<file path="src/hw/rsos_pkg.sv">
package rsos_pkg;

	localparam int SEL_W    = 7;
	localparam int NUM_PINS = 6;
	localparam int CNT_W    = 8;
	localparam int STATE_W  = 6;
	localparam int SRC_N    = 128;

	// Pin output select codes.
	localparam logic [SEL_W-1:0] SEL_FIFOP      = 7'h28;
	localparam logic [SEL_W-1:0] SEL_CCA        = 7'h29;
	localparam logic [SEL_W-1:0] SEL_SFD        = 7'h2A;
	localparam logic [SEL_W-1:0] SEL_LOCK       = 7'h2B;
	localparam logic [SEL_W-1:0] SEL_RSSI_VALID = 7'h2C;
	localparam logic [SEL_W-1:0] SEL_SAMPLED_CCA = 7'h2D;
	localparam logic [SEL_W-1:0] SEL_RAND_I     = 7'h2E;
	localparam logic [SEL_W-1:0] SEL_RAND_Q     = 7'h2F;
	localparam logic [SEL_W-1:0] SEL_RAND_XOR   = 7'h30;
	localparam logic [SEL_W-1:0] SEL_SNIFF_CLK  = 7'h31;
	localparam logic [SEL_W-1:0] SEL_SNIFF_DATA = 7'h32;
	localparam logic [SEL_W-1:0] SEL_MOD_CLK    = 7'h33;
	localparam logic [SEL_W-1:0] SEL_MOD_DATA   = 7'h34;
	localparam logic [SEL_W-1:0] SEL_RX_ACTIVE  = 7'h43;
	localparam logic [SEL_W-1:0] SEL_TX_ACTIVE  = 7'h44;
	localparam logic [SEL_W-1:0] SEL_DPU_BUSY_L = 7'h5E;
	localparam logic [SEL_W-1:0] SEL_DPU_BUSY_H = 7'h5F;
	localparam logic [SEL_W-1:0] SEL_DPU_PEND_L = 7'h62;
	localparam logic [SEL_W-1:0] SEL_DPU_PEND_H = 7'h63;
	localparam logic [SEL_W-1:0] SEL_ZERO       = 7'h7E;
	localparam logic [SEL_W-1:0] SEL_ONE        = 7'h7F;

	// Frame control state encodings that count as receive or transmit.
	localparam logic [STATE_W-1:0] RX_STATE_FIRST = 6'h06;
	localparam logic [STATE_W-1:0] RX_STATE_LAST  = 6'h1F;
	localparam logic [STATE_W-1:0] TX_STATE_FIRST = 6'h20;
	localparam logic [STATE_W-1:0] TX_STATE_LAST  = 6'h2F;

	// Serial clock timing for the sniffer and modulator outputs.
	localparam int MCLK_HZ    = 10_000_000;
	localparam int SER_CLK_HZ = 250_000;
	localparam int SER_HALF_CYC = MCLK_HZ / (2 * SER_CLK_HZ);
	localparam int DIV_W      = 5;

	localparam logic SER_CLK_RST = 1'b0;
	localparam logic FLAG_RST    = 1'b0;

endpackage

</file>
<file path="src/hw/rsos_pin_mux.sv">
`timescale 1ns/1ps
`default_nettype none

module rsos_pin_mux
	import rsos_pkg::*;
#(
	parameter int SRC_W = SRC_N
) (
	input  wire logic [SEL_W-1:0] i_sel,
	input  wire logic [SRC_W-1:0] i_src,
	output logic                  o_pin
);

	// Unused codes index table entries tied low, so nothing undefined leaks.
	assign o_pin = i_src[i_sel];

endmodule // rsos_pin_mux

`default_nettype wire

</file>
<file path="src/hw/rsos_selector.sv">
`timescale 1ns/1ps
`default_nettype none

module rsos_selector
	import rsos_pkg::*;
#(
	parameter int PINS = NUM_PINS,
	parameter int CW   = CNT_W
) (
	input  wire logic                   i_mclk,
	input  wire logic                   i_sys_rst,
	input  wire logic [PINS*SEL_W-1:0]  i_pin_sel,
	input  wire logic [CW-1:0]          i_rxbuf_count,
	input  wire logic [CW-1:0]          i_fifop_thr,
	input  wire logic                   i_rxbuf_frame,
	input  wire logic                   i_rxbuf_ovf,
	input  wire logic                   i_cca,
	input  wire logic [STATE_W-1:0]     i_fsm_state,
	input  wire logic                   i_sfd_stb,
	input  wire logic                   i_synth_lock,
	input  wire logic                   i_rssi_upd_stb,
	input  wire logic                   i_cca_demod,
	input  wire logic                   i_sample_cca_stb,
	input  wire logic                   i_tx_if_clear_stb,
	input  wire logic                   i_rand_i,
	input  wire logic                   i_rand_q,
	input  wire logic                   i_rand_stb,
	input  wire logic                   i_sniff_data,
	input  wire logic                   i_mod_data,
	input  wire logic [1:0]             i_dpu_busy,
	input  wire logic [1:0]             i_dpu_pend,
	output logic                        o_ser_bit_take,
	output logic [PINS-1:0]             o_pin
);

	function automatic logic in_range(input logic [STATE_W-1:0] s,
			input logic [STATE_W-1:0] lo, input logic [STATE_W-1:0] hi);
		in_range = (s >= lo) && (s <= hi);
	endfunction

	// Activity decode is combinational from the state register.
	wire rx_active = in_range(i_fsm_state, RX_STATE_FIRST,
			RX_STATE_LAST);
	wire tx_active = in_range(i_fsm_state, TX_STATE_FIRST,
			TX_STATE_LAST);

	logic rx_q;
	logic tx_q;
	logic fifop;
	logic sfd;
	logic rssi_valid;
	logic sampled_cca;
	logic rand_i;
	logic rand_q;
	logic ser_clk;
	logic sniff_bit;
	logic mod_bit;
	logic [DIV_W-1:0] div_cnt;

	wire leave_rx  = rx_q && !rx_active;
	wire leave_tx  = tx_q && !tx_active;
	wire next_fifop = (i_rxbuf_count > i_fifop_thr) || i_rxbuf_frame
			|| i_rxbuf_ovf;
	// A new event in the clearing cycle wins over the clear.
	wire sfd_set   = i_sfd_stb && (rx_active || tx_active);
	wire next_sfd  = sfd_set ? 1'b1 : ((leave_rx || leave_tx) ? 1'b0 : sfd);
	wire rssi_set  = i_rssi_upd_stb && rx_active;
	wire next_rssi_valid = rssi_set ? 1'b1 :
			(leave_rx ? 1'b0 : rssi_valid);
	wire cca_take  = i_sample_cca_stb || i_tx_if_clear_stb;
	wire div_wrap  = (div_cnt == DIV_W'(SER_HALF_CYC - 1));
	// Data is taken on the falling edge so it is steady at the rising one.
	wire ser_fall  = div_wrap && ser_clk;

	assign o_ser_bit_take = ser_fall;

	always_ff @(posedge i_mclk or posedge i_sys_rst) begin
		if (i_sys_rst) begin
			rx_q <= FLAG_RST;
			tx_q <= FLAG_RST;
			fifop <= FLAG_RST;
			sfd <= FLAG_RST;
			rssi_valid <= FLAG_RST;
			sampled_cca <= FLAG_RST;
		end else begin
			rx_q <= rx_active;
			tx_q <= tx_active;
			fifop <= next_fifop;
			sfd <= next_sfd;
			rssi_valid <= next_rssi_valid;
			if (cca_take) begin
				sampled_cca <= i_cca_demod;
			end
		end
	end

	// Random bits are refreshed on each receiver sample strobe.
	always_ff @(posedge i_mclk or posedge i_sys_rst) begin
		if (i_sys_rst) begin
			rand_i <= FLAG_RST;
			rand_q <= FLAG_RST;
		end else if (i_rand_stb) begin
			rand_i <= i_rand_i;
			rand_q <= i_rand_q;
		end
	end

	// One divider serves both 250kHz serial clocks.
	always_ff @(posedge i_mclk or posedge i_sys_rst) begin
		if (i_sys_rst) begin
			div_cnt <= '0;
			ser_clk <= SER_CLK_RST;
		end else if (div_wrap) begin
			div_cnt <= '0;
			ser_clk <= !ser_clk;
		end else begin
			div_cnt <= div_cnt + DIV_W'(1);
		end
	end

	always_ff @(posedge i_mclk or posedge i_sys_rst) begin
		if (i_sys_rst) begin
			sniff_bit <= FLAG_RST;
			mod_bit <= FLAG_RST;
		end else if (ser_fall) begin
			sniff_bit <= i_sniff_data;
			mod_bit <= i_mod_data;
		end
	end

	// Source table; every entry not assigned below stays low.
	logic [SRC_N-1:0] src;
	always_comb begin
		src = '0;
		src[SEL_FIFOP] = fifop;
		src[SEL_CCA] = i_cca;
		src[SEL_SFD] = sfd;
		src[SEL_LOCK] = i_synth_lock;
		src[SEL_RSSI_VALID] = rssi_valid;
		src[SEL_SAMPLED_CCA] = sampled_cca;
		src[SEL_RAND_I] = rand_i;
		src[SEL_RAND_Q] = rand_q;
		src[SEL_RAND_XOR] = rand_i ^ rand_q;
		src[SEL_SNIFF_CLK] = ser_clk;
		src[SEL_SNIFF_DATA] = sniff_bit;
		src[SEL_MOD_CLK] = ser_clk;
		src[SEL_MOD_DATA] = mod_bit;
		src[SEL_RX_ACTIVE] = rx_active;
		src[SEL_TX_ACTIVE] = tx_active;
		src[SEL_DPU_BUSY_L] = i_dpu_busy[0];
		src[SEL_DPU_BUSY_H] = i_dpu_busy[1];
		src[SEL_DPU_PEND_L] = i_dpu_pend[0];
		src[SEL_DPU_PEND_H] = i_dpu_pend[1];
		src[SEL_ZERO] = 1'b0;
		src[SEL_ONE] = 1'b1;
	end

	for (genvar g = 0; g < PINS; g++) begin : g_pin
		rsos_pin_mux #(.SRC_W(SRC_N)) rsos_pin_mux_inst (
			.i_sel (i_pin_sel[g*SEL_W +: SEL_W]),
			.i_src (src),
			.o_pin (o_pin[g])
		);
	end

	wire [SEL_W-1:0] sel0 = i_pin_sel[SEL_W-1:0];

	property p_fifop_ovf;
		@(posedge i_mclk) disable iff (i_sys_rst)
		(sel0 == SEL_FIFOP && i_rxbuf_ovf) |=> (sel0 != SEL_FIFOP || o_pin[0]);
	endproperty
	a_fifop_ovf: assert property (p_fifop_ovf)
		else $error("fifop pin low after overflow");

	property p_cca;
		@(posedge i_mclk) disable iff (i_sys_rst)
		sel0 == SEL_CCA |-> o_pin[0] == i_cca;
	endproperty
	a_cca: assert property (p_cca)
		else $error("cca pin does not follow channel clear");
	property p_sfd_set;
		@(posedge i_mclk) disable iff (i_sys_rst)
		(i_sfd_stb && rx_active) |=> sfd;
	endproperty
	a_sfd_set: assert property (p_sfd_set)
		else $error("sfd flag not set by delimiter strobe");
	property p_sfd_clr;
		@(posedge i_mclk) disable iff (i_sys_rst)
		(rx_q && !rx_active && !tx_active && !i_sfd_stb) |=> !sfd;
	endproperty
	a_sfd_clr: assert property (p_sfd_clr)
		else $error("sfd flag not cleared on leaving receive");

	property p_lock;
		@(posedge i_mclk) disable iff (i_sys_rst)
		(sel0 == SEL_LOCK) |-> o_pin[0] == i_synth_lock;
	endproperty
	a_lock: assert property (p_lock)
		else $error("lock pin mismatch");
	property p_rssi;
		@(posedge i_mclk) disable iff (i_sys_rst)
		(i_rssi_upd_stb && rx_active) ##1 rx_active[*2] |-> rssi_valid;
	endproperty
	a_rssi: assert property (p_rssi)
		else $error("rssi_valid lost while still in receive");
	property p_sampled_cca;
		@(posedge i_mclk) disable iff (i_sys_rst)
		cca_take |=> sampled_cca == $past(i_cca_demod);
	endproperty
	a_sampled_cca: assert property (p_sampled_cca)
		else $error("sampled cca not latched on strobe");

	property p_rand;
		@(posedge i_mclk) disable iff (i_sys_rst)
		(!i_rand_stb ##1 (sel0 == SEL_RAND_XOR)) |->
			o_pin[0] == ($past(rand_i) ^ $past(rand_q));
	endproperty
	a_rand: assert property (p_rand)
		else $error("random output changed without strobe or bad xor");

	logic [DIV_W-1:0] hi_len;
	always_ff @(posedge i_mclk or posedge i_sys_rst) begin
		if (i_sys_rst) begin
			hi_len <= '0;
		end else begin
			hi_len <= ser_clk ? hi_len + DIV_W'(1) : '0;
		end
	end
	property p_ser_clk;
		@(posedge i_mclk) disable iff (i_sys_rst)
		$fell(ser_clk) |-> hi_len == DIV_W'(SER_HALF_CYC);
	endproperty
	a_ser_clk: assert property (p_ser_clk)
		else $error("serial clock high phase not 20 cycles");
	property p_ser_data;
		@(posedge i_mclk) disable iff (i_sys_rst)
		ser_clk && !$past(ser_clk) |-> $stable(sniff_bit) && $stable(mod_bit);
	endproperty
	a_ser_data: assert property (p_ser_data)
		else $error("serial data moved at rising clock");

	property p_rx_act;
		@(posedge i_mclk) disable iff (i_sys_rst)
		sel0 == SEL_RX_ACTIVE |-> o_pin[0] == (i_fsm_state >= RX_STATE_FIRST
			&& i_fsm_state <= RX_STATE_LAST);
	endproperty
	a_rx_act: assert property (p_rx_act)
		else $error("rx_active pin mismatch");
	property p_tx_act;
		@(posedge i_mclk) disable iff (i_sys_rst)
		sel0 == SEL_TX_ACTIVE |-> o_pin[0] == (i_fsm_state >= TX_STATE_FIRST
			&& i_fsm_state <= TX_STATE_LAST);
	endproperty
	a_tx_act: assert property (p_tx_act)
		else $error("tx_active pin mismatch");
	property p_dpu;
		@(posedge i_mclk) disable iff (i_sys_rst)
		(sel0 == SEL_DPU_BUSY_H |-> o_pin[0] == i_dpu_busy[1]) and
		(sel0 == SEL_DPU_PEND_L |-> o_pin[0] == i_dpu_pend[0]);
	endproperty
	a_dpu: assert property (p_dpu)
		else $error("processing unit status pin mismatch");
	property p_const;
		@(posedge i_mclk) disable iff (i_sys_rst)
		(sel0 == SEL_ONE |-> o_pin[0]) and (sel0 == SEL_ZERO |-> !o_pin[0]);
	endproperty
	a_const: assert property (p_const)
		else $error("constant pin level wrong");

	property p_reserved;
		@(posedge i_mclk) disable iff (i_sys_rst)
		(sel0 > SEL_MOD_DATA && sel0 < SEL_RX_ACTIVE) |-> !o_pin[0];
	endproperty
	a_reserved: assert property (p_reserved)
		else $error("reserved code drives pin high");

endmodule // rsos_selector

`default_nettype wire

</file>
<file path="config.mk">
export PLATFORM = sky130hd
export DESIGN_NAME = rsos_selector
export DESIGN_NICKNAME = d
export VERILOG_FILES = /design/src/hw/rsos_pkg.sv /design/src/hw/rsos_pin_mux.sv /design/src/hw/rsos_selector.sv
export SDC_FILE = /design/constraint.sdc
export NUM_CORES = 1
export LEC_CHECK = 0
export BUFFER_PORTS_ARGS = -buffer_cell sky130_fd_sc_hd__buf_4
export CAP_MARGIN = 40
export CORE_MARGIN = 2
export CORE_UTILIZATION = 53
export CTS_CLUSTER_DIAMETER = 200
export DETAILED_ROUTE_END_ITERATION = 16
export PLACE_DENSITY_LB_ADDON = 0.15
export SLEW_MARGIN = 5
export SYNTH_ARGS = -nofsm -noshare
export SYNTH_HDL_FRONTEND = slang
export SYNTH_SLANG_ARGS = --single-unit
</file>
<file path="constraint.sdc">
create_clock -name i_mclk -period 2.4 [get_ports i_mclk]
set_input_delay 0.24 -clock i_mclk [delete_from_list [all_inputs] [get_ports i_mclk]]
set_output_delay 0.24 -clock i_mclk [all_outputs]
set_load 0.01 [all_outputs]
</file>
; Word level (Yosys, flattened, before mapping)
; Cells that the tools add are included.
[word_totals]
inputBits = 84
register_bits = 16
[op_classes]
n_reduce_logical = 17
n_addsub = 1
n_eq_ne = 1
muxes = 17
n_bitwise = 1
magnitude_cmp = 11
[op_table]
columns = op, count
row1 = "7-bit by 8-bit < comparator with 1-bit output, second input constant", 6
row2 = 1-bit binary-select mux with 7-bit select, 6
row3 = 1-bit two-way mux, 10
row4 = 8-bit greater-than comparator, 1
row5 = 1-bit logical AND, 7
row6 = "6-bit by 3-bit >= comparator with 1-bit output, second input constant", 1
row7 = "6-bit >= comparator, second input constant", 1
row8 = "6-bit by 5-bit <= comparator with 1-bit output, second input constant", 1
row9 = "6-bit <= comparator, second input constant", 1
row10 = "5-bit by 1-bit adder with 5-bit output, second input constant", 1
row11 = "5-bit == test, second input constant", 1
row12 = 1-bit logical OR, 5
row13 = 5-bit two-way mux, 1
row14 = 2-bit nonzero test, 2
row15 = 1-bit zero test, 3
row16 = 1-bit bitwise XOR, 1

; Logic depth before layout (Yosys ltp)
; Gate-level depths: netlist (run 1).
[depth]
word_depth = 7
depth_mapped = 7
ltp_nobuf = 7

; Cells and area by module
; Synthesis (run 1) repeated with hierarchy kept, for this count alone.
[hier_totals]
cells_unflattened = 595
hier_area_um2 = 7543.5
[by_module_without_submodules]
columns = module, cells_each, area_each_um2, n_inst
row1 = rsos_pin_mux, 86, 1113.6, 6
row2 = rsos_selector, 79, 862.1, 1

; Worst setup path before layout (run 1)
; OpenSTA, ideal clock, no wires.
[synth_path]
path_type = register -> output
start = register rand_i
end = output o_pin[2]
t_arrival_ns = 1.492
required_time_ns = 2.160
path_stages_with_launch = 7
path_slack_ns = 0.668
path_cell_list = dfrtp_1 -> xor2_2 -> mux2i_1 -> o21ai_0 -> a221o_1 -> a22o_1 -> buf_4
[synth_between]
elab_chain_cells = 3
[synth_rtl]
columns = element, line
row1 = from (decl), rsos_selector.sv:53  ; logic rand_i;
row2 = from (signal assigned), rsos_selector.sv:103  ; rand_i <= i_rand_i;
row3 = 1-bit bitwise XOR, rsos_selector.sv:143  ; src[SEL_RAND_XOR] = rand_i ^ rand_q;
row4 = 1-bit binary-select mux with 7-bit select (*), rsos_pin_mux.sv:15  ; assign o_pin = i_src[i_sel];
row5 = 1-bit two-way mux (not written as such) (*), rsos_pin_mux.sv:15
row6 = to (decl), rsos_selector.sv:33  ; output logic [PINS-1:0] o_pin
; Every way passes the cells marked *; elsewhere a longest branch is shown, timed or not. The select of a mux whose other input is x is not followed.

; Final worst setup path (run 1)
[layout_path]
start = register rand_q
end = output o_pin[3]
[layout_between]
elab_chain_cells = 3
[layout_rtl]
columns = element, line
row1 = from (decl), rsos_selector.sv:54  ; logic rand_q;
row2 = from (signal assigned), rsos_selector.sv:104  ; rand_q <= i_rand_q;
row3 = 1-bit bitwise XOR, rsos_selector.sv:143
row4 = 1-bit binary-select mux with 7-bit select (*), rsos_pin_mux.sv:15
row5 = 1-bit two-way mux (not written as such) (*), rsos_pin_mux.sv:15
; Marked as above.

==> impl_metrics.yaml, run 1 <==
run_status:
  status: "complete, no violations"
global_routing:
  groute.usage.overall: 0.274
  use_met2: 0.501
  globalRoute.totalOverflow: 0
  grt_pass1_wl_mm: 9.83
  maximum_number_of_pins_on_one_net_before_global_route_repair: 17
  grt_most_used_layer: "met2"
  grt.met1_usage: 0.350
  antenna_found_initial: 0
  use_met3: 0.0260
  grt_pass1_vias: 2180
final_layout:
  final_util: 0.726
  stdcell_count: 391
  drive_above_1_share: 0.349
  regMostFlops: "div_cnt"
  nets: 435
  largest_reg_flops: 5
  area_growth_pct: 30.8
  n_fill_cell: 339
  n_antenna_cell: 0
routing:
  avgViaCountPerCell: 6.19
  antenna_violating_nets_post_route: 0
  dr.pass1.iters: 4
  finalWirelength_mm: 6.10
  wire_per_inst_um: 15.6
  drtIter0Drc: 146
  remaining_drc_errors: 0
  route.vias.total: 2422
timing:
  max_slew.worst_pin.slew_ns: 0.781
  post-route-worst-setup-slack_ns: 0.142
  grt_setup_unrepaired: "no"
  finalHoldViolCount: 0
  final.min_clock_period_ns: 2.26
  timing.clock.skew_ns: 0.000532
  setup-tns-final_ns: 0
  slew_violations: 0
  min_period_over_period: 0.941
  worst_max_slew_margin_expressed_relative_to_the_limit: 0.477
  timing.fmax_ghz: 0.443
  final-setup-viol-count: 0
setup_path:
  worstReg2RegEnd: "mod_bit"
  worstSetupPathType: "reg2out"
  cp.required_ns: 2.16
  setup.worst_path.end: "o_pin[3]"
  startpoint: "rand_q"
  worst-r2r-setup-slack_ns: 0.83
  critical_path_endpoint_category: "output port"
  critical_path.max_fanout: 8
  worst_r2r_path_depth: 4
  crit_path_start_kind: "flip-flop"
  arr_time_crit_path_ns: 2.02
  worstReg2RegStart: "div_cnt[0]"
synth:
  synthFlopType: "sky130_fd_sc_hd__dfrtp_1"
  synth.yosys.seq_area_share: 0.179
  netlist.area_leader.share: 0.179
  synth_edf_count: 0
  synth_area_sq_um: 2240
  netlist_instances: 262
  yosys.cell_types.count: 45
  yosysWarningCount: 0
  synth_largest_area_cell: "sky130_fd_sc_hd__dfrtp_1"
  avgSynthCellArea_sq_um: 8.54
  synth_most_common_cell: "sky130_fd_sc_hd__nand2_1"
  post_synth_most_frequent_cells: "sky130_fd_sc_hd__nand2_1, sky130_fd_sc_hd__nor2_1, sky130_fd_sc_hd__inv_1"
  synthArstFlopShare: 1.00
  syn-num-nets: 355
  synth-seq-cells: 16
  top_post_synthesis_cells_by_area: "sky130_fd_sc_hd__dfrtp_1, sky130_fd_sc_hd__mux4_2, sky130_fd_sc_hd__nand2_1"
power_and_ir_drop:
  clock_power_share: 0.246
  power.share.switching: 0.314
  pwr-share-seq: 0.326
  powerDensity_nw_per_um2: 331
  irDropWorstVdd_uv: 456
  fin_total_pwr_uw: 969
  p_leak_nw: 1.39
  power_report.internal_total_uw: 665
  total_switching_power_uw: 304
  share_comb_of_total_power: 0.428
die:
  rows: 23
  core_area_sq_um: 4030
  initial_core_util: 0.555
  design.die.area_sq_um: 4760
  dieWidth_um: 69.0
  num_io_pins: 91
  chipHeight_um: 69.0
clocking:
  clock_tree.htree_level_count: 1
  cts.reportedPaths.clkPinSlew_ns: 0.06
  number_of_hold_buffers_added_after_cts: 0
  cts_tree: "yes"
  cts-resized-gates: 0
  insertion_delay_ns: 0.25
  cts.root.buffer_cell: "sky130_fd_sc_hd__clkbuf_8"
  maximum_buffer_depth_of_the_clock_tree: 2
  cts_post_setup_buffers_inserted: 0
  total_clock_buffers_created_by_cts: 3
  clock-sinks: 16
placed_design:
  buffer_ports.inserted: 89
  placed_cells_incl_taps: 387
  dp.final_hpwl_mm: 4.63
  place_worst_setup_slack_ns: 0.324
  routabilityCongestion: 0.785
worst_hold_path:
  min_path_type: "in2async"
flow_run:
  drv_cap: 0
-- cell families (layout without fill, tap and decap cells) --
logic type / after synthesis / after routing / share of synthesized area
AOI/OAI and AO/OA: 64 / 64 / 0.205
xor gates and xnor gates: 4 / 4 / 0.0190
adders and majority gates: 9 / 9 / 0.0503
buffers and inverters: 33 / 112 / 0.0805
DFF: 16 / 16 / 0.179
muxes: 37 / 37 / 0.249
and+or+nand+nor: 99 / 99 / 0.218
-- critical path: stages, from the launching register on --
cell and delay [ns]:
sky130_fd_sc_hd__dfrtp_1 0.56, sky130_fd_sc_hd__xor2_4 0.29, sky130_fd_sc_hd__nor3_1 0.10, sky130_fd_sc_hd__o41ai_2 0.36, sky130_fd_sc_hd__a31oi_1 0.15, sky130_fd_sc_hd__o32ai_1 0.14
sky130_fd_sc_hd__buf_4 0.17
-- worst min path at each step --
| stage | start | endpoint | depth (start not counted) |
|---|---|---|---|
| after floorplan | i_sys_rst | div_cnt[0] | 1 |
| after global placement | i_sys_rst | mod_bit | 2 |
| after detailed placement | i_sys_rst | sampled_cca | 2 |
| after CTS | i_sys_rst | div_cnt[2] | 2 |
| after global routing | i_sys_rst | div_cnt[2] | 2 |
| final | i_sys_rst | rand_q | 2 |
-- layout by cell type, fill, tap and decap left out, types with 2 or more instances in the layout --
master / Yosys / final
sky130_fd_sc_hd__a221oi_1: 3 / 3
sky130_fd_sc_hd__a21oi_1: 10 / 10
sky130_fd_sc_hd__nor4bb_1: 10 / 10
sky130_fd_sc_hd__ha_1: 9 / 9
sky130_fd_sc_hd__mux2i_1: 14 / 14
sky130_fd_sc_hd__inv_1: 18 / 18
sky130_fd_sc_hd__o21ai_0: 16 / 16
sky130_fd_sc_hd__nand2_1: 40 / 40
sky130_fd_sc_hd__nand2b_1: 2 / 2
sky130_fd_sc_hd__nand4_1: 2 / 2
sky130_fd_sc_hd__dfrtp_1: 16 / 15
sky130_fd_sc_hd__xnor2_1: 2 / 2
sky130_fd_sc_hd__a2111oi_0: 3 / 3
sky130_fd_sc_hd__nand3_1: 15 / 15
sky130_fd_sc_hd__nor2_1: 21 / 21
sky130_fd_sc_hd__mux4_1: 5 / 5
sky130_fd_sc_hd__o211ai_1: 2 / 2
sky130_fd_sc_hd__a22o_1: 4 / 4
sky130_fd_sc_hd__mux2_2: 10 / 10
sky130_fd_sc_hd__clkbuf_8: 0 / 4
sky130_fd_sc_hd__a21boi_0: 4 / 4
sky130_fd_sc_hd__mux4_2: 7 / 7
sky130_fd_sc_hd__o31ai_1: 2 / 2
sky130_fd_sc_hd__a31oi_1: 4 / 4
sky130_fd_sc_hd__nor2b_1: 4 / 4
sky130_fd_sc_hd__a221o_1: 4 / 4
sky130_fd_sc_hd__a32oi_1: 2 / 2
sky130_fd_sc_hd__nor3_1: 4 / 4
sky130_fd_sc_hd__buf_4: 9 / 89
-- power groups by stage --
stage	clock (mW)	sequential [mW]	combinational, mW
5_1_grt	0.253	0.319	0.458
3_3_place_gp	0	0.315	0.402
3_5_place_dp	0	0.317	0.411
6_report	0.238	0.316	0.415
4_1_cts	0.242	0.312	0.412
2_1_floorplan	0	0.304	0.241
-- cell type report --
cell class                 count  area (sq um)  area share
clock buffer                   4          55.1      0.0188
timing repair buffer          89           668       0.228
multi-input combinational    213          1670       0.570
sequential                    16           402       0.137
inverter                      19          71.3      0.0244
tap                           50          62.6      0.0214
-- stage by stage --
stage,hold WS [ns],cell area (sq um)
2_1_floorplan,0.154,2240
3_3_place_gp,0.344,2860
3_5_place_dp,0.338,2860
4_1_cts,0.0602,2910
5_1_grt,0.0993,2930
6_report,0.0509,2930
-- layer usage --
metal / wire length (um) / vias up
met2: 3040 / 115
li1: - / 1150
met3: 545 / 8
met4: 75 / 0
met5: 0 / -
met1: 2440 / 1149
(Power assumes the default switching activity.)
==> run 2: changes to the inputs <==
--- a/config.mk
+++ b/config.mk
@@ -9,6 +9,7 @@
 export CAP_MARGIN = 40
 export CORE_MARGIN = 2
 export CORE_UTILIZATION = 53
+export CTS_BUF_LIST = sky130_fd_sc_hd__clkbuf_16
 export CTS_CLUSTER_DIAMETER = 200
 export DETAILED_ROUTE_END_ITERATION = 16
 export PLACE_DENSITY_LB_ADDON = 0.15
==> impl_metrics.yaml, run 2 (synthesis gave the netlist of run 1 again) <==
run_status:
  status: "complete, no violations"
global_routing:
  grt_most_used_layer: "met2"
  use_met2: 0.490
  antenna_found_initial: 0
  grt_pass1_vias: 2177
  maximum_number_of_pins_on_one_net_before_global_route_repair: 17
  groute.usage.overall: 0.268
  grt_pass1_wl_mm: 9.68
  grt.met1_usage: 0.346
  use_met3: 0.0276
  globalRoute.totalOverflow: 0
setup_path:
  worstSetupPathType: "reg2out"
  arr_time_crit_path_ns: 2.01
  crit_path_start_kind: "flip-flop"
  cp.required_ns: 2.16
  worst_r2r_path_depth: 4
  critical_path.max_fanout: 8
  critical_path_endpoint_category: "output port"
routing:
  route.vias.total: 2376
  dr.pass1.iters: 4
  avgViaCountPerCell: 6.08
  drtIter0Drc: 112
  finalWirelength_mm: 5.99
  wire_per_inst_um: 15.3
  antenna_violating_nets_post_route: 0
  remaining_drc_errors: 0
flow_run:
  drv_cap: 0
clocking:
  number_of_hold_buffers_added_after_cts: 0
  total_clock_buffers_created_by_cts: 3
  cts_tree: "yes"
  cts.reportedPaths.clkPinSlew_ns: 0.05
  clock-sinks: 16
  insertion_delay_ns: 0.25
  cts_post_setup_buffers_inserted: 0
  maximum_buffer_depth_of_the_clock_tree: 2
  cts-resized-gates: 0
  cts.root.buffer_cell: "sky130_fd_sc_hd__clkbuf_16"
  clock_tree.htree_level_count: 1
timing:
  final.min_clock_period_ns: 2.25
  slew_violations: 0
  timing.fmax_ghz: 0.445
  worst_max_slew_margin_expressed_relative_to_the_limit: 0.493
  setup-tns-final_ns: 0
  finalHoldViolCount: 0
  min_period_over_period: 0.937
  hold_slack_ns: 0.0592
  max_slew.worst_pin.slew_ns: 0.758
  post-route-worst-setup-slack_ns: 0.151
  timing.clock.skew_ns: 0.000867
  final-setup-viol-count: 0
final_layout:
  regMostFlops: "div_cnt"
  drive_above_1_share: 0.343
  stdcell_area_sq_um: 2950
  mostFrequentLayoutCell: "sky130_fd_sc_hd__buf_4"
  layout.cells.most_common_list: "sky130_fd_sc_hd__buf_4, sky130_fd_sc_hd__nand2_1, sky130_fd_sc_hd__nor2_1"
  n_antenna_cell: 0
  largest_reg_flops: 5
  nets: 435
  area_growth_pct: 31.8
power_and_ir_drop:
  powerDensity_nw_per_um2: 357
  irDropWorstVdd_uv: 399
  p_leak_nw: 1.40
die:
  rows: 23
  dieWidth_um: 69.0
  core_area_sq_um: 4030
  initial_core_util: 0.555
  design.die.area_sq_um: 4760
  num_io_pins: 91
  chipHeight_um: 69.0
placed_design:
  routabilityCongestion: 0.785
  dp.final_hpwl_mm: 4.63
  buffer_ports.inserted: 89
  detailed_place.area_sq_um: 2860
  place_worst_setup_slack_ns: 0.324
worst_hold_path:
  min_path_type: "in2async"
==> run 2: cell count changes in the layout (fill, tap and decap cells not counted) <==
cell / change
sky130_fd_sc_hd__clkbuf_16: +3
sky130_fd_sc_hd__clkbuf_8: -4
sky130_fd_sc_hd__clkinv_1: +1
sky130_fd_sc_hd__dfrtp_1: +1
sky130_fd_sc_hd__dfrtp_2: -1
==> run 2: area by class of cell <==
type / count / area, sq um
Timing Repair Buffer: 89 / 668
Tap cell: 50 / 62.6
Sequential cell: 16 / 400
Multi-Input combinational cell: 213 / 1670
Fill cell: 333 / 1080
Clock inverter: 1 / 3.75
Inverter: 19 / 71.3
Clock buffer: 3 / 75.1
==> run 2: critical path, cell delays in order (launching register included) <==
cell	delay [ns]
sky130_fd_sc_hd__dfrtp_1	0.57
sky130_fd_sc_hd__xor2_4	0.29
sky130_fd_sc_hd__nor3_1	0.10
sky130_fd_sc_hd__o41ai_2	0.35
sky130_fd_sc_hd__a31oi_1	0.14
sky130_fd_sc_hd__o32ai_1	0.14
sky130_fd_sc_hd__buf_4	0.17
==> run 2: per-layer routing <==
metal  share of wire  wire length (um)
met5               0                 0
met4           0.012                72
met3           0.075               451
met2            0.50              2980
met1            0.41              2480
==> run 2: metrics by stage <==
step | instances | power (mW) | utilization
detailed placement | 387 | 0.727 | 0.710
global route | 391 | 1.11 | 0.732
finish | 391 | 1.05 | 0.732
global placement | 387 | 0.718 | 0.710
floorplan | 262 | 0.545 | -
CTS | 391 | 1.05 | 0.729
==> run 2: power by group <==
| group | total, mW | switching, mW | leakage [nW] | internal [mW] |
|---|---|---|---|---|
| sequential | 0.316 | 0.0314 | 0.191 | 0.285 |
| combinational | 0.415 | 0.179 | 1.17 | 0.235 |
| clock | 0.322 | 0.101 | 0.0385 | 0.221 |
==> run 2: final timing paths <==
path	start	endpoint	slack, ns
max	rand_i	o_pin[3]	0.15
max in group asynchronous	i_sys_rst	div_cnt[4]	1.97
max reg2reg	div_cnt[0]	sniff_bit	0.85
min in group i_mclk	i_cca_demod	sampled_cca	0.22
min	i_sys_rst	div_cnt[2]	0.06
min reg2reg	div_cnt[0]	div_cnt[0]	0.47
==> run 3: changes to the inputs <==
--- a/config.mk
+++ b/config.mk
@@ -7,8 +7,10 @@
 export LEC_CHECK = 0
 export BUFFER_PORTS_ARGS = -buffer_cell sky130_fd_sc_hd__buf_4
 export CAP_MARGIN = 40
+export CELL_PAD_IN_SITES_DETAIL_PLACEMENT = 1
+export CELL_PAD_IN_SITES_GLOBAL_PLACEMENT = 1
 export CORE_MARGIN = 2
-export CORE_UTILIZATION = 53
+export CORE_UTILIZATION = 38
 export CTS_BUF_LIST = sky130_fd_sc_hd__clkbuf_16
 export CTS_CLUSTER_DIAMETER = 200
 export DETAILED_ROUTE_END_ITERATION = 16
==> impl_metrics.yaml, run 3 (synthesis gave the netlist of run 1 again) <==
final_layout:
  drive_above_1_share: 0.349
  layout.cells.most_common_list: "sky130_fd_sc_hd__buf_4, sky130_fd_sc_hd__nand2_1, sky130_fd_sc_hd__nor2_1"
  n_fill_cell: 706
  nets: 435
  largest_reg_flops: 5
  n_antenna_cell: 0
  regMostFlops: "div_cnt"
  seq_area_sq_um: 403
  mostFrequentLayoutCell: "sky130_fd_sc_hd__buf_4"
  multi_input_area_sq_um: 1670
  area_growth_pct: 33.2
clocking:
  cts_post_setup_buffers_inserted: 0
  total_clock_buffers_created_by_cts: 3
  insertion_delay_ns: 0.24
  clock_tree.htree_level_count: 1
  maximum_buffer_depth_of_the_clock_tree: 2
  cts_tree: "yes"
  cts.root.buffer_cell: "sky130_fd_sc_hd__clkbuf_16"
  clock-sinks: 16
  cts.reportedPaths.clkPinSlew_ns: 0.05
  number_of_hold_buffers_added_after_cts: 0
global_routing:
  grt_pass1_vias: 2582
  groute.usage.overall: 0.230
  antenna_found_initial: 0
  grt_pass1_wl_mm: 11.9
  maximum_number_of_pins_on_one_net_before_global_route_repair: 17
  globalRoute.totalOverflow: 0
run_status:
  status: "complete, no violations"
routing:
  dr.pass1.iters: 4
  wl_met2_mm: 3.73
  antenna_violating_nets_post_route: 0
  met3_length_um: 524
  drtIter0Drc: 153
  finalWirelength_mm: 7.29
  remaining_drc_errors: 0
  drt-met1-wl_mm: 2.92
  avgViaCountPerCell: 5.85
  route.vias.total: 2414
  dr.max_layer_used: "met4"
  wire_per_inst_um: 17.6
setup_path:
  worst_r2r_path_depth: 4
  critical_path_endpoint_category: "output port"
  setup.worst_path.end: "o_pin[2]"
  cp_slowest_stage_delay_ns: 0.49
  critical_path.max_fanout: 8
  critPathSlowestCell: "sky130_fd_sc_hd__dfrtp_2"
  worstSetupPathType: "reg2out"
  cp.required_ns: 2.16
  worst-r2r-setup-slack_ns: 0.88
  crit_path_cell_trace: "xor2_4 -> mux2i_1 -> o21ai_0 -> a221o_1 -> a22o_1 -> buf_4"
  worstReg2RegEnd: "sniff_bit"
  startpoint: "rand_i"
  worstReg2RegStart: "div_cnt[0]"
  crit_path_start_kind: "flip-flop"
  arr_time_crit_path_ns: 2.00
power_and_ir_drop:
  clock_power_share: 0.301
  power_report.internal_total_uw: 742
  p_leak_nw: 1.40
  irDropWorstVdd_uv: 522
  pwr-share-seq: 0.298
  share_comb_of_total_power: 0.401
  power.share.switching: 0.307
  total_switching_power_uw: 329
  powerDensity_nw_per_um2: 359
die:
  design.die.area_sq_um: 6520
  chipHeight_um: 80.7
  rows: 27
  dieWidth_um: 80.7
  initial_core_util: 0.399
  num_io_pins: 91
  core_area_sq_um: 5610
timing:
  min_period_over_period: 0.934
  final.min_clock_period_ns: 2.24
  final-setup-viol-count: 0
  slew_violations: 0
  setup-tns-final_ns: 0
  timing.fmax_ghz: 0.446
  grt_setup_unrepaired: "no"
  timing.clock.skew_ns: 0.000488
  hold_slack_ns: 0.0745
  finalHoldViolCount: 0
  max_slew.worst_pin.slew_ns: 0.763
  worst_max_slew_margin_expressed_relative_to_the_limit: 0.490
placed_design:
  routabilityCongestion: 0.788
  buffer_ports.inserted: 89
  dp.final_hpwl_mm: 5.53
worst_hold_path:
  min_path_type: "in2async"
flow_run:
  drv_cap: 0
## run 3: routing by layer
layer | up-vias | GRT usage
met2 | 93 | 0.428
met4 | 0 | 0.0627
met1 | 1153 | 0.269
li1 | 1152 | -
met5 | - | 0
met3 | 16 | 0.0456
## run 3: area by class of cell
| cell class | instances | share of cell area |
|---|---|---|
| multi-input cells | 213 | 0.560 |
| clock buffers | 3 | 0.0252 |
| inverters | 19 | 0.0239 |
| repair buffers | 89 | 0.224 |
| flip-flops and latches | 16 | 0.135 |
| clock inverters | 1 | 0.00126 |
| well taps | 72 | 0.0302 |
## run 3: what timing repair did
item                                    4_1_cts  5_1_grt
endpoints found under the hold margin         0        0
gates resized for setup                       0        3
endpoints found under the setup margin        0        2
## run 3: stage by stage
step	utilization	power (mW)	worst slack, ns	cell area (sq um)	instances
6_report	0.531	1.07	0.159	2980	413
4_1_cts	0.529	1.08	0.0774	2970	413
3_3_place_gp	0.515	0.727	0.372	2890	409
5_1_grt	0.531	1.14	0.0537	2980	413
3_5_place_dp	0.515	0.743	0.346	2890	409
2_1_floorplan	-	0.545	0.668	2240	262
## run 3: critical path: cells and delay by family (launching register included)
kind            cells  cell delay, ns
compound gates      3            0.71
xor+xnor            1            0.24
buf+inv             1            0.14
flops               1            0.49
mux                 1            0.17
## run 3: how the worst min path moves through the flow
stage	start	endpoint	slack (ns)	depth (start not counted)
2_1_floorplan	i_sys_rst	div_cnt[0]	0.15	1
3_3_place_gp	i_sys_rst	div_cnt[0]	0.34	2
3_5_place_dp	i_sys_rst	sampled_cca	0.34	2
4_1_cts	i_sys_rst	rand_q	0.09	2
5_1_grt	i_sys_rst	rx_q	0.13	2
6_report	i_sys_rst	sampled_cca	0.07	2
## run 3: power groups by stage
stage          clock, mW  sequential (mW)  combinational, mW
5_1_grt            0.343            0.320              0.474
2_1_floorplan          0            0.304              0.241
6_report           0.322            0.319              0.430
3_5_place_dp           0            0.319              0.424
4_1_cts            0.331            0.314              0.430
3_3_place_gp           0            0.316              0.410
